File: src/rtl/rfcp_pkg.sv
// Purpose: Shared constants and types for the radio-settings command handler.
// Assumes: 50 MHz clock, commands arrive as decoded bytes while configuration mode is selected.
// Notes:   Frequencies are carried in units of 12.5 kHz steps.
package rfcp_pkg;
  localparam int CLK_HZ = 50_000_000;
  localparam int PROMPT_DELAY_US = 1700;
  localparam int CHAN_DELAY_US = 43000;
  localparam int PROMPT_CYC = (PROMPT_DELAY_US * (CLK_HZ / 1_000_000));
  localparam int CHAN_CYC = (CHAN_DELAY_US * (CLK_HZ / 1_000_000));
  localparam logic [7:0] CMD_CHAN = 8'h43;
  localparam logic [7:0] CMD_POWER = 8'h50;
  localparam logic [7:0] CMD_RSSI = 8'h53;
  localparam logic [7:0] CMD_CONT_TX = 8'h32;
  localparam logic [7:0] PROMPT_CHAR = 8'h3E;
  localparam logic [6:0] CHAN_MIN = 7'h01;
  localparam logic [6:0] CHAN_MAX = 7'h50;
  localparam logic [6:0] CHAN_HIGH_BAND = 7'h3C;
  localparam logic [6:0] CHAN_FACTORY = 7'h31;
  localparam logic [2:0] POWER_MIN = 3'h1;
  localparam logic [2:0] POWER_MAX = 3'h5;
  localparam logic [2:0] POWER_FACTORY = 3'h5;
  // Base frequencies in 12.5 kHz steps: 447.2625 MHz and 424.7000 MHz.
  localparam logic [15:0] BASE_LOW_STEPS = 16'h8BC5;
  localparam logic [15:0] BASE_HIGH_STEPS = 16'h84B8;
  localparam logic [7:0] AIR_RATE_FACTORY = 8'h00;
  typedef enum {RFCP_AMP_IDLE, RFCP_AMP_RX, RFCP_AMP_TX} rfcp_radio_t;
  typedef struct packed {
    logic [6:0] channel;
    logic [2:0] power;
    logic [7:0] air_rate;
  } rfcp_setting_t;
  typedef struct packed {
    logic [15:0] freq_steps;
    logic signed [7:0] power_dbm;
  } rfcp_tune_t;
endpackage

File: src/rtl/rfcp_tune.sv
// Purpose: Channel to frequency and level to power decode.
// Assumes: Channel and level already range checked.
// Notes:   Pure combinational lookup.
`timescale 1ns/100ps
module rfcp_tune (
  // Settings
  input  wire logic [6:0]         channel_in,
  input  wire logic [2:0]         power_in,
  // Decoded tuning
  output rfcp_pkg::rfcp_tune_t    tune_out
);
  always_comb begin
    if (channel_in >= rfcp_pkg::CHAN_HIGH_BAND) begin
      tune_out.freq_steps = rfcp_pkg::BASE_HIGH_STEPS
        + {9'h000, channel_in - rfcp_pkg::CHAN_HIGH_BAND};
    end else begin
      tune_out.freq_steps = rfcp_pkg::BASE_LOW_STEPS
        + {9'h000, channel_in - rfcp_pkg::CHAN_MIN};
    end
    case (power_in)
      3'h1: tune_out.power_dbm = -8'sd14;
      3'h2: tune_out.power_dbm = -8'sd6;
      3'h3: tune_out.power_dbm = 8'sd0;
      3'h4: tune_out.power_dbm = 8'sd5;
      default: tune_out.power_dbm = 8'sd8;
    endcase
  end
endmodule

File: src/rtl/rfcp_ctrl.sv
// Purpose: Radio-settings command handler: channel, power, signal strength, amp enables.
// Assumes: Command bytes arrive as one-cycle strobes; reply bytes leave with a ready handshake.
// Notes:   Stored defaults are inputs; run-time registers never write them back.
`timescale 1ns/100ps
module rfcp_ctrl #(
  parameter int PROMPT_CYCLES = rfcp_pkg::PROMPT_CYC,
  parameter int CHAN_CYCLES   = rfcp_pkg::CHAN_CYC
) (
  // Clock and reset
  input  wire logic                  clk_in,
  input  wire logic                  rst_in,
  // Mode and stored defaults
  input  wire logic                  config_n_in,
  input  wire rfcp_pkg::rfcp_setting_t stored_in,
  input  wire logic                  tx_active_in,
  input  wire logic [7:0]            rssi_in,
  // Command bytes
  input  wire logic                  cmd_valid_in,
  input  wire logic [7:0]            cmd_data_in,
  // Reply bytes
  output logic                       reply_valid_out,
  output logic [7:0]                 reply_data_out,
  input  wire logic                  reply_ready_in,
  // Radio settings and amp enables
  output rfcp_pkg::rfcp_tune_t       tune_out,
  output logic [6:0]                 channel_out,
  output logic [2:0]                 power_out,
  output logic [7:0]                 air_rate_out,
  output logic                       cont_tx_out,
  output logic                       tx_amp_enable_out,
  output logic                       rx_amp_enable_out
);
  typedef enum {RFCP_IDLE, RFCP_ARG, RFCP_WAIT, RFCP_RSSI, RFCP_PROMPT} rfcp_state_t;
  rfcp_state_t state_q;
  logic [7:0]  pending_q;
  logic [31:0] wait_q;
  logic [7:0]  rssi_q;
  logic        cfg_q;
  logic [6:0]  chan_q;
  logic [2:0]  pow_q;
  logic        cont_q;
  logic        reply_ok;

  assign reply_ok = reply_valid_out && reply_ready_in;

  // Run-time copies live here so commands never touch the stored set.
  always_ff @(posedge clk_in) begin
    if (rst_in) begin
      chan_q <= rfcp_pkg::CHAN_FACTORY;
      pow_q  <= rfcp_pkg::POWER_FACTORY;
    end else if (cfg_q == 1'b0 && state_q == RFCP_IDLE && pending_q == 8'h00) begin
      chan_q <= stored_in.channel;
      pow_q  <= stored_in.power;
    end else if (state_q == RFCP_ARG && cmd_valid_in) begin
      if (pending_q == rfcp_pkg::CMD_CHAN && cmd_data_in >= {1'b0, rfcp_pkg::CHAN_MIN} &&
          cmd_data_in <= {1'b0, rfcp_pkg::CHAN_MAX}) begin
        chan_q <= cmd_data_in[6:0];
      end
      if (pending_q == rfcp_pkg::CMD_POWER && cmd_data_in >= {5'h00, rfcp_pkg::POWER_MIN} &&
          cmd_data_in <= {5'h00, rfcp_pkg::POWER_MAX}) begin
        pow_q <= cmd_data_in[2:0];
      end
    end
  end

  // Load stored defaults once after reset: pending_q of zero marks "not yet loaded".
  always_ff @(posedge clk_in) begin
    if (rst_in) begin
      pending_q <= 8'h00;
    end else if (pending_q == 8'h00 && state_q == RFCP_IDLE && !cfg_q) begin
      pending_q <= 8'hFF;
    end else if (state_q == RFCP_IDLE && cfg_q && cmd_valid_in && (|cmd_data_in)) begin
      // A zero command byte would re-arm the marker and wipe the run-time settings.
      pending_q <= cmd_data_in;
    end
  end

  // Command sequencer.
  always_ff @(posedge clk_in) begin
    if (rst_in) begin
      state_q <= RFCP_IDLE;
      wait_q  <= 32'h0000_0000;
      cfg_q   <= 1'b0;
      rssi_q  <= 8'h00;
      cont_q  <= 1'b0;
    end else begin
      case (state_q)
        RFCP_IDLE: begin
          if (!config_n_in && !cfg_q) begin
            wait_q <= 32'(PROMPT_CYCLES);
            state_q <= RFCP_WAIT;
          end else if (config_n_in) begin
            cfg_q <= 1'b0;
          end else if (cmd_valid_in) begin
            if (cmd_data_in == rfcp_pkg::CMD_CHAN || cmd_data_in == rfcp_pkg::CMD_POWER) begin
              state_q <= RFCP_ARG;
            end else if (cmd_data_in == rfcp_pkg::CMD_RSSI) begin
              rssi_q <= rssi_in;
              state_q <= RFCP_RSSI;
            end else if (cmd_data_in == rfcp_pkg::CMD_CONT_TX) begin
              cont_q <= 1'b1;
              state_q <= RFCP_PROMPT;
            end else begin
              state_q <= RFCP_PROMPT;
            end
          end
        end
        RFCP_ARG: begin
          if (cmd_valid_in) begin
            if (pending_q == rfcp_pkg::CMD_CHAN) begin
              wait_q <= 32'(CHAN_CYCLES);
              state_q <= RFCP_WAIT;
            end else begin
              state_q <= RFCP_PROMPT;
            end
          end
        end
        RFCP_WAIT: begin
          if (wait_q <= 32'h0000_0001) begin
            cfg_q <= 1'b1;
            state_q <= RFCP_PROMPT;
          end else begin
            wait_q <= wait_q - 32'h0000_0001;
          end
        end
        RFCP_RSSI: begin
          if (reply_ok) begin
            state_q <= RFCP_PROMPT;
          end
        end
        RFCP_PROMPT: begin
          if (reply_ok) begin
            state_q <= RFCP_IDLE;
          end
        end
        default: state_q <= RFCP_IDLE;
      endcase
    end
  end

  always_comb begin
    reply_valid_out = (state_q == RFCP_RSSI) || (state_q == RFCP_PROMPT);
    reply_data_out  = (state_q == RFCP_RSSI) ? rssi_q : rfcp_pkg::PROMPT_CHAR;
  end

  rfcp_tune u_tune (
    .channel_in (chan_q),
    .power_in   (pow_q),
    .tune_out   (tune_out)
  );

  assign channel_out  = chan_q;
  assign power_out    = pow_q;
  assign air_rate_out = stored_in.air_rate;
  assign cont_tx_out  = cont_q;
  // The amps follow the radio mode directly; no extra settling delay is added.
  assign tx_amp_enable_out = tx_active_in || cont_q;
  assign rx_amp_enable_out = !(tx_active_in || cont_q);
endmodule

File: config.mk
export PLATFORM = sky130hd
export DESIGN_NAME = rfcp_ctrl
export DESIGN_NICKNAME = d
export VERILOG_FILES = /design/src/rtl/rfcp_pkg.sv /design/src/rtl/rfcp_tune.sv /design/src/rtl/rfcp_ctrl.sv
export SDC_FILE = /design/constraint.sdc
export NUM_CORES = 1
export LEC_CHECK = 0
export ABC_CLOCK_PERIOD_IN_PS = 3600
export BUFFER_PORTS_ARGS = -buffer_cell sky130_fd_sc_hd__buf_2
export CAP_MARGIN = 5
export CORE_MARGIN = 2
export CORE_UTILIZATION = 33
export CTS_CLUSTER_DIAMETER = 50
export DETAILED_ROUTE_END_ITERATION = 10
export PLACE_DENSITY = 0.52
export SLEW_MARGIN = 5
export SYNTH_ARGS = -nofsm -noshare
export SYNTH_HDL_FRONTEND = slang
export SYNTH_SLANG_ARGS = --single-unit
File: constraint.sdc
create_clock -name clk_in -period 3.6 [get_ports clk_in]
set_clock_uncertainty 0.1 [all_clocks]
set_input_delay 1.08 -clock clk_in [delete_from_list [all_inputs] [get_ports clk_in]]
set_output_delay 1.08 -clock clk_in [all_outputs]
set_load 0.05 [all_outputs]
[Yosys cells after proc, flatten, opt, wreduce, memory -nomap -nowiden]
Index checks and enable logic that the tools add are counted.
Storage, ports and cells
  register bits: 92
  word-level logic and storage cells: 119
Operators by class
  $add $sub $neg: 5
  magnitude comparators: 5
  equal/unequal tests: 28
  muxes and demuxes: 31
  bitwise logic cells: 5
  reduce and logical (&&, ||, !) cells: 37
Operators by type and width (count)
  32-bit 2-to-1 mux: 11
  32-bit one-hot mux with 5 select lines: 1
  32-bit by 2-bit == test with 1-bit output, second input constant: 3
  32-bit one-hot mux with 3 select lines: 1
  32-bit by 3-bit == test with 1-bit output, second input constant: 2
  32-bit logical NOT: 2
  8-bit by 7-bit == test with 1-bit output, second input constant: 5
  16-bit by 7-bit adder with 16-bit output, first input constant: 2
  32-bit by 1-bit == test with 1-bit output, second input constant: 1
  32-bit by 4-bit == test with 1-bit output, second input constant: 1
  32-bit by 1-bit less-or-equal comparator with 1-bit output, second input constant: 1
  8-bit one-hot mux with 4 select lines: 1
  32-bit by 1-bit subtractor with 32-bit output, second input constant: 1
  8-bit 2-to-1 mux: 3
  7-bit 2-to-1 mux: 3
  3-bit 2-to-1 mux: 6
  2-bit inequality test, second input constant: 9
  16-bit 2-to-1 mux: 1
  1-bit logical AND: 14
  6-bit AND reduction: 2
  2-bit nonzero test: 5
  8-bit by 6-bit == test with 1-bit output, second input constant: 1
  8-bit by 1-bit >= comparator with 1-bit output, second input constant: 1
  8-bit by 3-bit less-or-equal comparator with 1-bit output, second input constant: 1
  20 further kinds: 33

[Longest topological paths before layout]
Gate-level depths: netlist of the first run.
  depth in word-level cells: 7
  gate-level depth with buffers: 7
  mapped depth without buffers: 7

[Modules after synthesis]
Synthesis of the first run repeated with hierarchy kept, for this count alone.
Second synthesis, totals
  cells, all modules: 515
  area total of the unflattened synthesis: 4297.9 sq um
By module, submodules not included
  rfcp_ctrl: times used 1, cells an instance 425, area each 3653.5 sq um, sequential area each 1261.2 sq um
  rfcp_tune: times used 1, cells an instance 90, area each 644.4 sq um, sequential area each 0.0 sq um

[Worst setup path before layout of the first run]
No wires, ideal clock.
  path type: flip-flop to output port
  from: reg chan_q[0] (netlist: channel_out[0])
  to: out tune_out[12] (netlist name)
  arrival time: 3074 ps
  data required time: 2420 ps
  setup slack: -654 ps
  cell stages (with the launch flop): 7
  cells stage by stage: dfxtp_1 -> inv_1 -> ha_1 -> a22o_1 -> a31oi_1 -> clkbuf_1 -> mux2i_1
RTL lines
  start, declared: line rfcp_ctrl.sv:39  | logic [6:0] chan_q;
  start signal, assigned: line rfcp_ctrl.sv:49  | chan_q <= rfcp_pkg::CHAN_FACTORY;
  start signal, assigned: line rfcp_ctrl.sv:52  | chan_q <= stored_in.channel;
  start signal, assigned: line rfcp_ctrl.sv:57  | chan_q <= cmd_data_in[6:0];
  end, declared: line rfcp_ctrl.sv:25  | output rfcp_pkg::rfcp_tune_t tune_out,

==> impl_metrics.ini, run 1 <==
[run_status]
status = complete, no violations

[layout]
multi_input_area_um2 = 2670
diodes = 0
nFillCells = 1294
drive_above_1_share_pct = 26.2
nNetsFinal = 609
final_cells = 736
area_growth_pct = 21.0
regArea_um2 = 1270

[timing]
holdWs_ns = 0.379
worst_slack_ns = 0.0287
finalHoldViolations = 0
tightest_slew_ns = 1.03
setup_tns_ns = 0
post-route-period-util_pct = 99.2
fmax_mhz = 280
rsz0062_at_grt = yes
relSlewSlack_pct = 31.6
slew_violations = 0
finalCriticalPeriod_ns = 3.57
finalSetupViolCount = 0

[drt]
vias_per_cell = 5.44
drc_errors = 0
firstDrtPassIters = 4
routedWlPerCell_um = 15.0
top_layer = met4
routed_wl_mm = 11.0
dr_wl_met3_um = 576
drtIter0Drc = 240
ant_nets = 0
vias = 4005
wl_met1_mm = 5.26
route.met2.wl_mm = 5.03

[floorplanning]
fp.coreArea_um2 = 12100
die_w_um = 116
initial_core_util_pct = 34.0
die_h_um = 116
pin_count = 94
dieArea_um2 = 13400
placementRows = 40

[synthesis]
syn_area_um2 = 4120
synth_area_leaders = dfxtp_1, mux2i_1, a21oi_1
synth_edf_count = 0
ys_async_sr_fraction_pct = 0
synth_top_cell_by_area = dfxtp_1
avgSynthCellArea_um2 = 8.09
synth.most_common_cell = dfxtp_1
ys_types = 72
synthCells = 509
synth.top_cell.area_share_pct = 30.6
ys_warn_count = 0
ys_ff_latch = 63
yosysSeqAreaShare_pct = 30.6
synth_common_cells = dfxtp_1, nor2_1, a21oi_1
synth-main-ff-cell = dfxtp_1

[worst_setup_path]
cpPeakStageDelay_ns = 0.45
worstPathBufferInverterCount = 1
required_ns = 2.42
worst-path-stages = 6
reg2regPathDepth = 5
slowest_stage = or4_4
arrival_ns = 2.39
crit_chain = or3_4 > or4_4 > and2_4 > o41a_4 > or2_4 > buf_8
critPathKind = reg2out
setup.worst_path.start_class = flip-flop
cpLargestDelayFamily = simple AND/OR/NAND/NOR gates
worstPathMaxFanout = 2
crit_path_end_kind = output port

[cts]
clkLatencyLatePin_ns = 0.33
ctsRootBufferMaster = clkbuf_16
cts_tree = yes
cts_sinks = 63
cts_inserted_buffers = 9
ctsLongestPathBuffers = 2
cts-hold-fix-buffers = 0
path_clk_slew_ns = 0.05
htree_num_levels = 3

[grt]
antenna_found_initial = 0
grt_max_degree = 46
grt_remaining_overflow = 0
grt_pass1_vias = 3706
grt_pass1_wl_mm = 18.1
grt_use_total_pct = 16.7

[pwr]
p_leak_nw = 1.98
irDropWorstVdd_mv = 0.353
p_per_area_nw_per_um2 = 1040
total_power_mw = 5.18

[place]
port_buffers = 73
dp_cells = 717
dp_hpwl_mm = 7.90
routabilityCongestion = 0.796
pre_cts_slack_ns = 0.133

[worst_hold_path]
hp-class = reg2reg
hold-path-cell-count = 2

[run]
max-cap-violations = 0
[layout make-up]
class                      instances  area share, %
multi-input combinational        393           53.5
sequential                        63           25.4
timing repair buffer              86           9.66
clock buffer                      13           5.22
tap                              168           4.22
clock inverter                     3           1.30
inverter                          10          0.753
[cells in the final DEF, fill, tap and decap left out, types with 4 or more instances in the layout]
| cell | instances |
|---|---|
| inv_1 | 10 |
| nor2_1 | 49 |
| dfxtp_1 | 59 |
| xor2_1 | 7 |
| nor4_1 | 8 |
| conb_1 | 4 |
| a211oi_1 | 6 |
| nor3b_1 | 4 |
| or4_1 | 12 |
| nor2b_1 | 5 |
| mux2i_1 | 23 |
| nand3_1 | 17 |
| nand4_1 | 6 |
| clkbuf_16 | 9 |
| a31oi_1 | 8 |
| buf_4 | 14 |
| or2_2 | 7 |
| nand2_1 | 21 |
| a21oi_1 | 45 |
| nor3_1 | 20 |
| buf_2 | 70 |
| o21ai_0 | 30 |
| o31ai_1 | 10 |
| or3_1 | 20 |
| xnor2_1 | 6 |
| dfxtp_2 | 4 |
| nor4_4 | 5 |
| ha_1 | 5 |
[state kept, by name (all words and copies together) (netlist names)]
register / count
channel_out: 7
state_q: 3
pending_q: 8
power_out: 3
rssi_q: 8
cont_tx_out: 1
cfg_q: 1
wait_q: 32
[report_power, final]
part	switching [mW]	leakage, nW	internal [mW]
Combinational	2.04	1.31	1.05
Sequential	0.257	0.514	0.890
Clock	0.302	0.160	0.643
[tightest hold or removal path: cells and delay by family (launching register included)]
family	cells	cell delay (ns)
flip-flops	1	0.32
AO/OA/AOI/OAI	2	0.11
[through the flow]
stage	util, %	instance area, µm²
6_report	41.2	4990
5_1_grt	41.2	4990
4_1_cts	40.9	4950
3_5_place_dp	37.8	4570
3_3_place_gp	37.8	4570
2_1_floorplan	-	4170
[what timing repair did]
action | CTS | global route
endpoints found under the hold margin | 0 | 0
buffers inserted | 3 | 0
resized for setup | 9 | 6
endpoints found under the setup margin | 2 | 6
pin swaps | 4 | 2
[cell families after synthesis]
group / after synthesis / share of synthesized area [%]
compound gates: 134 / 20.8
xor+xnor: 14 / 2.98
fa+ha+maj: 6 / 1.82
buf+inv: 55 / 6.80
flops: 63 / 30.6
mux: 25 / 6.07
other cells: 2 / 0.182
simple gates: 210 / 30.7
[routing by layer]
| layer | GRT usage, % | up-vias |
|---|---|---|
| met5 | 0 | - |
| met4 | 5.32 | 0 |
| met3 | 3.50 | 14 |
| met2 | 27.2 | 109 |
| met1 | 22.3 | 1889 |
| li1 | - | 1993 |
[path summary, 6_finish.rpt]
kind,from,to,slack (ns)
max,channel_out[2]$_SDFFE_PP0P_,tune_out[15],0.03
min,wait_q[30]$_SDFFE_PP0P_,wait_q[30]$_SDFFE_PP0P_,0.38
max reg2reg,wait_q[10]$_SDFFE_PP0P_,wait_q[9]$_SDFFE_PP0P_,0.77
min reg2reg,wait_q[30]$_SDFFE_PP0P_,wait_q[30]$_SDFFE_PP0P_,0.38
Note: power is estimated with default switching activity, not from simulation.
==> run 2, diff against run 1 <==
--- a/config.mk
+++ b/config.mk
@@ -5,6 +5,7 @@
 export SDC_FILE = /design/constraint.sdc
 export NUM_CORES = 1
 export LEC_CHECK = 0
+export ABC_AREA = 1
 export ABC_CLOCK_PERIOD_IN_PS = 3600
 export BUFFER_PORTS_ARGS = -buffer_cell sky130_fd_sc_hd__buf_2
 export CAP_MARGIN = 5
==> run 2 against run 1 <==
  * Critical endpoint unchanged
  * Setup slack improved by 0.17 ns
  * Hold slack got worse by 0.029 ns
  * Utilization shrank 1.9 points
  * Clock-buffer cell count down 3
  * Synthesized cell count rose by 45%
  * First-iteration DRC count fell by 17%
  * Sequential share of layout area is 1.2 points lower
  * Sequential power fell by 7%
  * Die area rose by 9.1%
==> impl_metrics.ini, run 2 <==
[worst_setup_path]
required_ns = 2.42
setup.worst_path.start_class = flip-flop
setup.worst_path.start = channel_out[3]$_SDFFE_PP0P_
r2r-start = wait_q[0]$_SDFFE_PP0P_
crit_path_end_kind = output port
arrival_ns = 2.23
crit_chain = ha_1 > nand3_1 > o211ai_2 > clkinv_2 > a21oi_1 > or2_1 > buf_2
slowest_stage = dfxtp_1
worstPathMaxFanout = 8
cpPeakStageDelay_ns = 0.43
critPathKind = reg2out

[grt]
antenna_found_initial = 0
grt_use_total_pct = 17.2
grt_pass1_vias = 4341
grt_max_degree = 34
grt_remaining_overflow = 0
grt_pass1_wl_mm = 20.3

[cts]
cts_inserted_buffers = 9
htree_num_levels = 3
ctsRootBufferMaster = clkbuf_16
clkLatencyLatePin_ns = 0.34
cts-hold-fix-buffers = 0
cts_tree = yes
cts-resized-gates = 0
path_clk_slew_ns = 0.06
cts_sinks = 63
ctsLongestPathBuffers = 2
cts_setup_buffers = 0

[layout]
largest_register_ff_count = 32
regMostFlops = wait_q
reg.largest.list = wait_q: 32 flops, pending_q: 8 flops, rssi_q: 8 flops
drive_above_1_share_pct = 18.9
layout_commonest_cell = nand2_1
area_growth_pct = 15.7
diodes = 0
final_cell_mix = nand2_1, nor2_1, inv_1
nNetsFinal = 836

[place]
dp_hpwl_mm = 9.17
port_buffers = 73
routabilityCongestion = 0.931

[synthesis]
ys_ff_latch = 63
synth_common_cells = nand2_1, nor2_1, inv_1
yosysSeqAreaShare_pct = 28.0
synthCells = 739
avgSynthCellArea_um2 = 6.10
syn_area_um2 = 4510
ys_warn_count = 0
synth_top_cell_by_area = dfxtp_1
synth.most_common_cell = nand2_1
synth.top_cell.area_share_pct = 28.0
ys_async_sr_fraction_pct = 0
ys_types = 42
synth-main-ff-cell = dfxtp_1
synth_area_leaders = dfxtp_1, nand2_1, nor2_1
synth_edf_count = 0

[floorplanning]
initial_core_util_pct = 33.9
placementRows = 42
die_w_um = 121
dieArea_um2 = 14600
pin_count = 94
die_h_um = 121
fp.coreArea_um2 = 13300

[drt]
vias_per_cell = 4.76
drtIter0Drc = 200
vias = 4620
drc_errors = 0
routedWlPerCell_um = 12.5
routed_wl_mm = 12.1
ant_nets = 0
firstDrtPassIters = 4

[timing]
slew_violations = 0
fmax_mhz = 294
tightest_slew_ns = 0.682
rsz0062_at_grt = no
holdWs_ns = 0.351
finalHoldViolations = 0
post-route-period-util_pct = 94.6
finalSetupViolCount = 0
setup_tns_ns = 0
relSlewSlack_pct = 54.4
finalCriticalPeriod_ns = 3.41

[pwr]
clockPowerShare_pct = 16.8
power.net_switching_mw = 3.17
p_int_mw = 2.54
swShare_pct = 55.5
irDropWorstVdd_mv = 0.407
seqPwrFrac_pct = 18.8
combPwrFrac_pct = 64.4
p_leak_nw = 2.50
p_per_area_nw_per_um2 = 1100

[worst_hold_path]
min_from = rssi_q[0]$_SDFFE_PP0P_
hp-class = reg2reg

[run_status]
status = complete, no violations

[run]
max-cap-violations = 0
run 2: cell types whose count changed after synthesis, moves of 9 or more:
cell | previous run | this run
a21oi_2 | 0 | 16
inv_1 | 10 | 75
nand2_1 | 21 | 184
clkbuf_1 | 21 | 9
nand4_1 | 6 | 16
or4_1 | 13 | 0
nor2_1 | 49 | 136
o31ai_1 | 11 | 0
nand3_1 | 17 | 52
nand2_2 | 0 | 9
mux2i_1 | 25 | 0
or3_1 | 21 | 0
a21oi_1 | 47 | 35
run 2: critical path: cells and delay by family, from the launching register on:
kind	cells	cell delay, ns
AOI/OAI and AO/OA	2	0.51
adders and majority gates	1	0.23
buffers and inverters	2	0.48
DFF	1	0.43
and+or+nand+nor	2	0.24
run 2: cell families (layout without fill, tap and decap cells):
family	count (synthesis)	after routing	synth area share, %
simple gates	437	437	41.9
buf+inv	120	174	12.7
compound gates	95	95	12.5
flops	63	63	28.0
xor+xnor	16	16	3.11
fa+ha+maj	6	6	1.67
other cells	2	4	0.167
run 2: final cells by class:
class | count | area, µm²
fill | 1467 | 8080
clock buffer | 10 | 239
timing repair buffer | 76 | 388
tap | 176 | 220
clock inverter | 6 | 91.3
multi-input combinational | 558 | 2710
inverter | 82 | 312
sequential | 63 | 1260
run 2: path summary, 6_finish.rpt:
| kind | end | slack [ns] | cells after the start |
|---|---|---|---|
| max | tune_out[15] | 0.19 | 7 |
| min reg2reg | rssi_q[0]$_SDFFE_PP0P_ | 0.35 | 2 |
| min | rssi_q[0]$_SDFFE_PP0P_ | 0.35 | 2 |
| max reg2reg | wait_q[15]$_SDFFE_PP0P_ | 1.26 | 11 |
run 2: routing by layer:
metal	wire length [µm]	part of all wire, %	GRT usage, %	up-vias
met5	0	0	0	-
met4	183	1.5	4.72	0
met3	637	5.3	3.90	14
met2	5780	48	30.7	112
met1	5500	45	20.6	2060
li1	-	-	-	2434
run 2: power groups by stage:
stage,logic [mW],registers [mW],clock network (mW)
2_1_floorplan,2.98,1.18,0
3_3_place_gp,3.68,1.08,0
3_5_place_dp,3.69,1.08,0
4_1_cts,3.70,1.07,0.988
5_1_grt,4.13,1.10,1.02
6_report,3.68,1.07,0.960
run 2: stage by stage:
step                      total power [mW]  std cells  utilization [%]  cell area (µm²)  worst slack [ns]
after floorplan                       4.16        741                -             4540           0.00548
after global placement                4.76        955             36.8             4890             0.614
after detailed placement              4.77        955             36.8             4890             0.549
after CTS                             5.76        971             39.2             5220             0.181
after global routing                  6.25        971             39.2             5220            0.0117
final                                 5.71        971             39.2             5220             0.195
==> run 3, diff against run 2 <==
--- a/config.mk
+++ b/config.mk
@@ -11,6 +11,7 @@
 export CAP_MARGIN = 5
 export CORE_MARGIN = 2
 export CORE_UTILIZATION = 33
+export CTS_BUF_LIST = sky130_fd_sc_hd__clkbuf_16
 export CTS_CLUSTER_DIAMETER = 50
 export DETAILED_ROUTE_END_ITERATION = 10
 export PLACE_DENSITY = 0.52
==> constraint.sdc (replaced) <==
create_clock -name clk_in -period 3.6 [get_ports clk_in]
set_clock_uncertainty 0.1 [all_clocks]
set_input_delay 1.08 -clock clk_in [delete_from_list [all_inputs] [get_ports clk_in]]
set_output_delay 1.08 -clock clk_in [all_outputs]
set_load 0.1 [all_outputs]
==> run 3 against run 2 <==
  * Setup slack lost 0.072 ns
  * Cell area grew 0.55%
  * Maximum frequency shrank 2.1%
  * Clock-buffer cell count shrank 1
  * First-iteration DRC count grew 42%
  * Routed wire length grew 1.8%
  * Die area is the same
  * Global-route usage grew 0.071 points
  * Final cell count shrank 0.10%
  * Register-to-register slack lost 0.04 ns
  * Non-clock buffer count is the same
==> impl_metrics.ini, run 3 (synthesis results as in run 2) <==
[timing]
holdWs_ns = 0.353
finalCriticalPeriod_ns = 3.48
finalHoldViolations = 0
finalSetupViolCount = 0
setup_tns_ns = 0
rsz0062_at_grt = no
slew_violations = 0
fmax_mhz = 288
post-route-period-util_pct = 96.6
relSlewSlack_pct = 59.8
tightest_slew_ns = 0.602

[grt]
grt_remaining_overflow = 0
grt_pass1_vias = 4430
grt_max_degree = 34
grt_use_total_pct = 17.3
antenna_found_initial = 0
grt_pass1_wl_mm = 20.6

[layout]
nNetsFinal = 836
final_cell_mix = nand2_1, nor2_1, inv_1
reg.largest.list = wait_q: 32 flops, pending_q: 8 flops, rssi_q: 8 flops
layout_commonest_cell = nand2_1
fin_area_um2 = 5250
nFillCells = 1455
drive_above_1_share_pct = 20.2
final_cells = 970
area_growth_pct = 16.4
regMostFlops = wait_q
largest_register_ff_count = 32
diodes = 0

[drt]
firstDrtPassIters = 4
drtIter0Drc = 284
vias = 4694
vias_per_cell = 4.84
routedWlPerCell_um = 12.7
ant_nets = 0
drc_errors = 0
routed_wl_mm = 12.3

[cts]
path_clk_slew_ns = 0.06
ctsRootBufferMaster = clkbuf_16
cts_setup_buffers = 0
ctsLongestPathBuffers = 2
cts_tree = yes
clkLatencyLatePin_ns = 0.33
cts_inserted_buffers = 9
cts_sinks = 63
htree_num_levels = 3

[worst_setup_path]
required_ns = 2.42
worstPathMaxFanout = 7
setup.worst_path.start_class = flip-flop
reg2regPathDepth = 11
crit_path_end_kind = output port
arrival_ns = 2.30
critPathKind = reg2out

[floorplanning]
fp.coreArea_um2 = 13300
dieArea_um2 = 14600
die_h_um = 121
initial_core_util_pct = 33.9
die_w_um = 121
placementRows = 42
pin_count = 94

[place]
routabilityCongestion = 0.821
dpl_cell_area_um2 = 4980
dp_cells = 955
port_buffers = 73
dp_hpwl_mm = 9.39

[run_status]
status = complete, no violations

[worst_hold_path]
hold-path-cell-count = 2
hp-class = reg2reg

[run]
max-cap-violations = 0
## run 3: cell count changes in the layout (fill, tap and decap cells not counted), moves of 3 or more
cell | before | now
clkinvlp_4 | 3 | 0
dfxtp_2 | 1 | 4
buf_2 | 73 | 67
clkbuf_4 | 0 | 5
dfxtp_1 | 62 | 57
## run 3: worst paths after layout
check                                   start                 endpoint  slack, ns
setup / recovery  channel_out[1]$_SDFFE_PP0P_             tune_out[15]       0.12
hold / removal         rssi_q[0]$_SDFFE_PP0P_   rssi_q[0]$_SDFFE_PP0P_       0.35
setup reg to reg       wait_q[0]$_SDFFE_PP0P_  wait_q[16]$_SDFFE_PP0P_       1.22
hold reg to reg        rssi_q[0]$_SDFFE_PP0P_   rssi_q[0]$_SDFFE_PP0P_       0.35
## run 3: what timing repair did
action | 4_1_cts | 5_1_grt
gates resized for setup | 1 | 5
cloned | 0 | 0
hold buffers | 0 | 0
setup endpoints to repair | 1 | 5
## run 3: critical path, cell delays in order, from the launching register on
cell and delay (ns):
dfxtp_2 0.33, inv_1 0.13, ha_1 0.21, inv_1 0.09, o211ai_2 0.40, nor2_1 0.19, o21a_4 0.16, or2_4 0.22
buf_4 0.23
## run 3: cell type report
class	count	area, µm²	share of cell area [%]
Clock buffer	9	225	4.29
Clock inverter	6	30.0	0.572
Inverter	82	315	6.01
Multi-Input combinational cell	558	2780	53.0
Sequential cell	63	1270	24.3
Tap cell	176	220	4.20
Timing Repair Buffer	76	403	7.68
## run 3: per-layer routing
metal  track usage (%)  routed length [µm]  up-vias
li1                  -                   -     2432
met1              20.9                5660     2122
met2              30.4                5840      125
met3              3.71                 608       15
met4              5.38                 208        0
met5                 0                   0        -
## run 3: metrics by stage
stage               utilization (%)  worst slack, ns
finish                         39.5            0.123
global route                   39.5           0.0104
CTS                            39.4           0.0562
detailed placement             37.4            0.369
global placement               37.4            0.419
floorplan                         -          -0.0898
Power of run 3 is left out: the tool's default activity adds up to more than one toggle a clock period on the data nets, which glitch-free logic cannot reach.
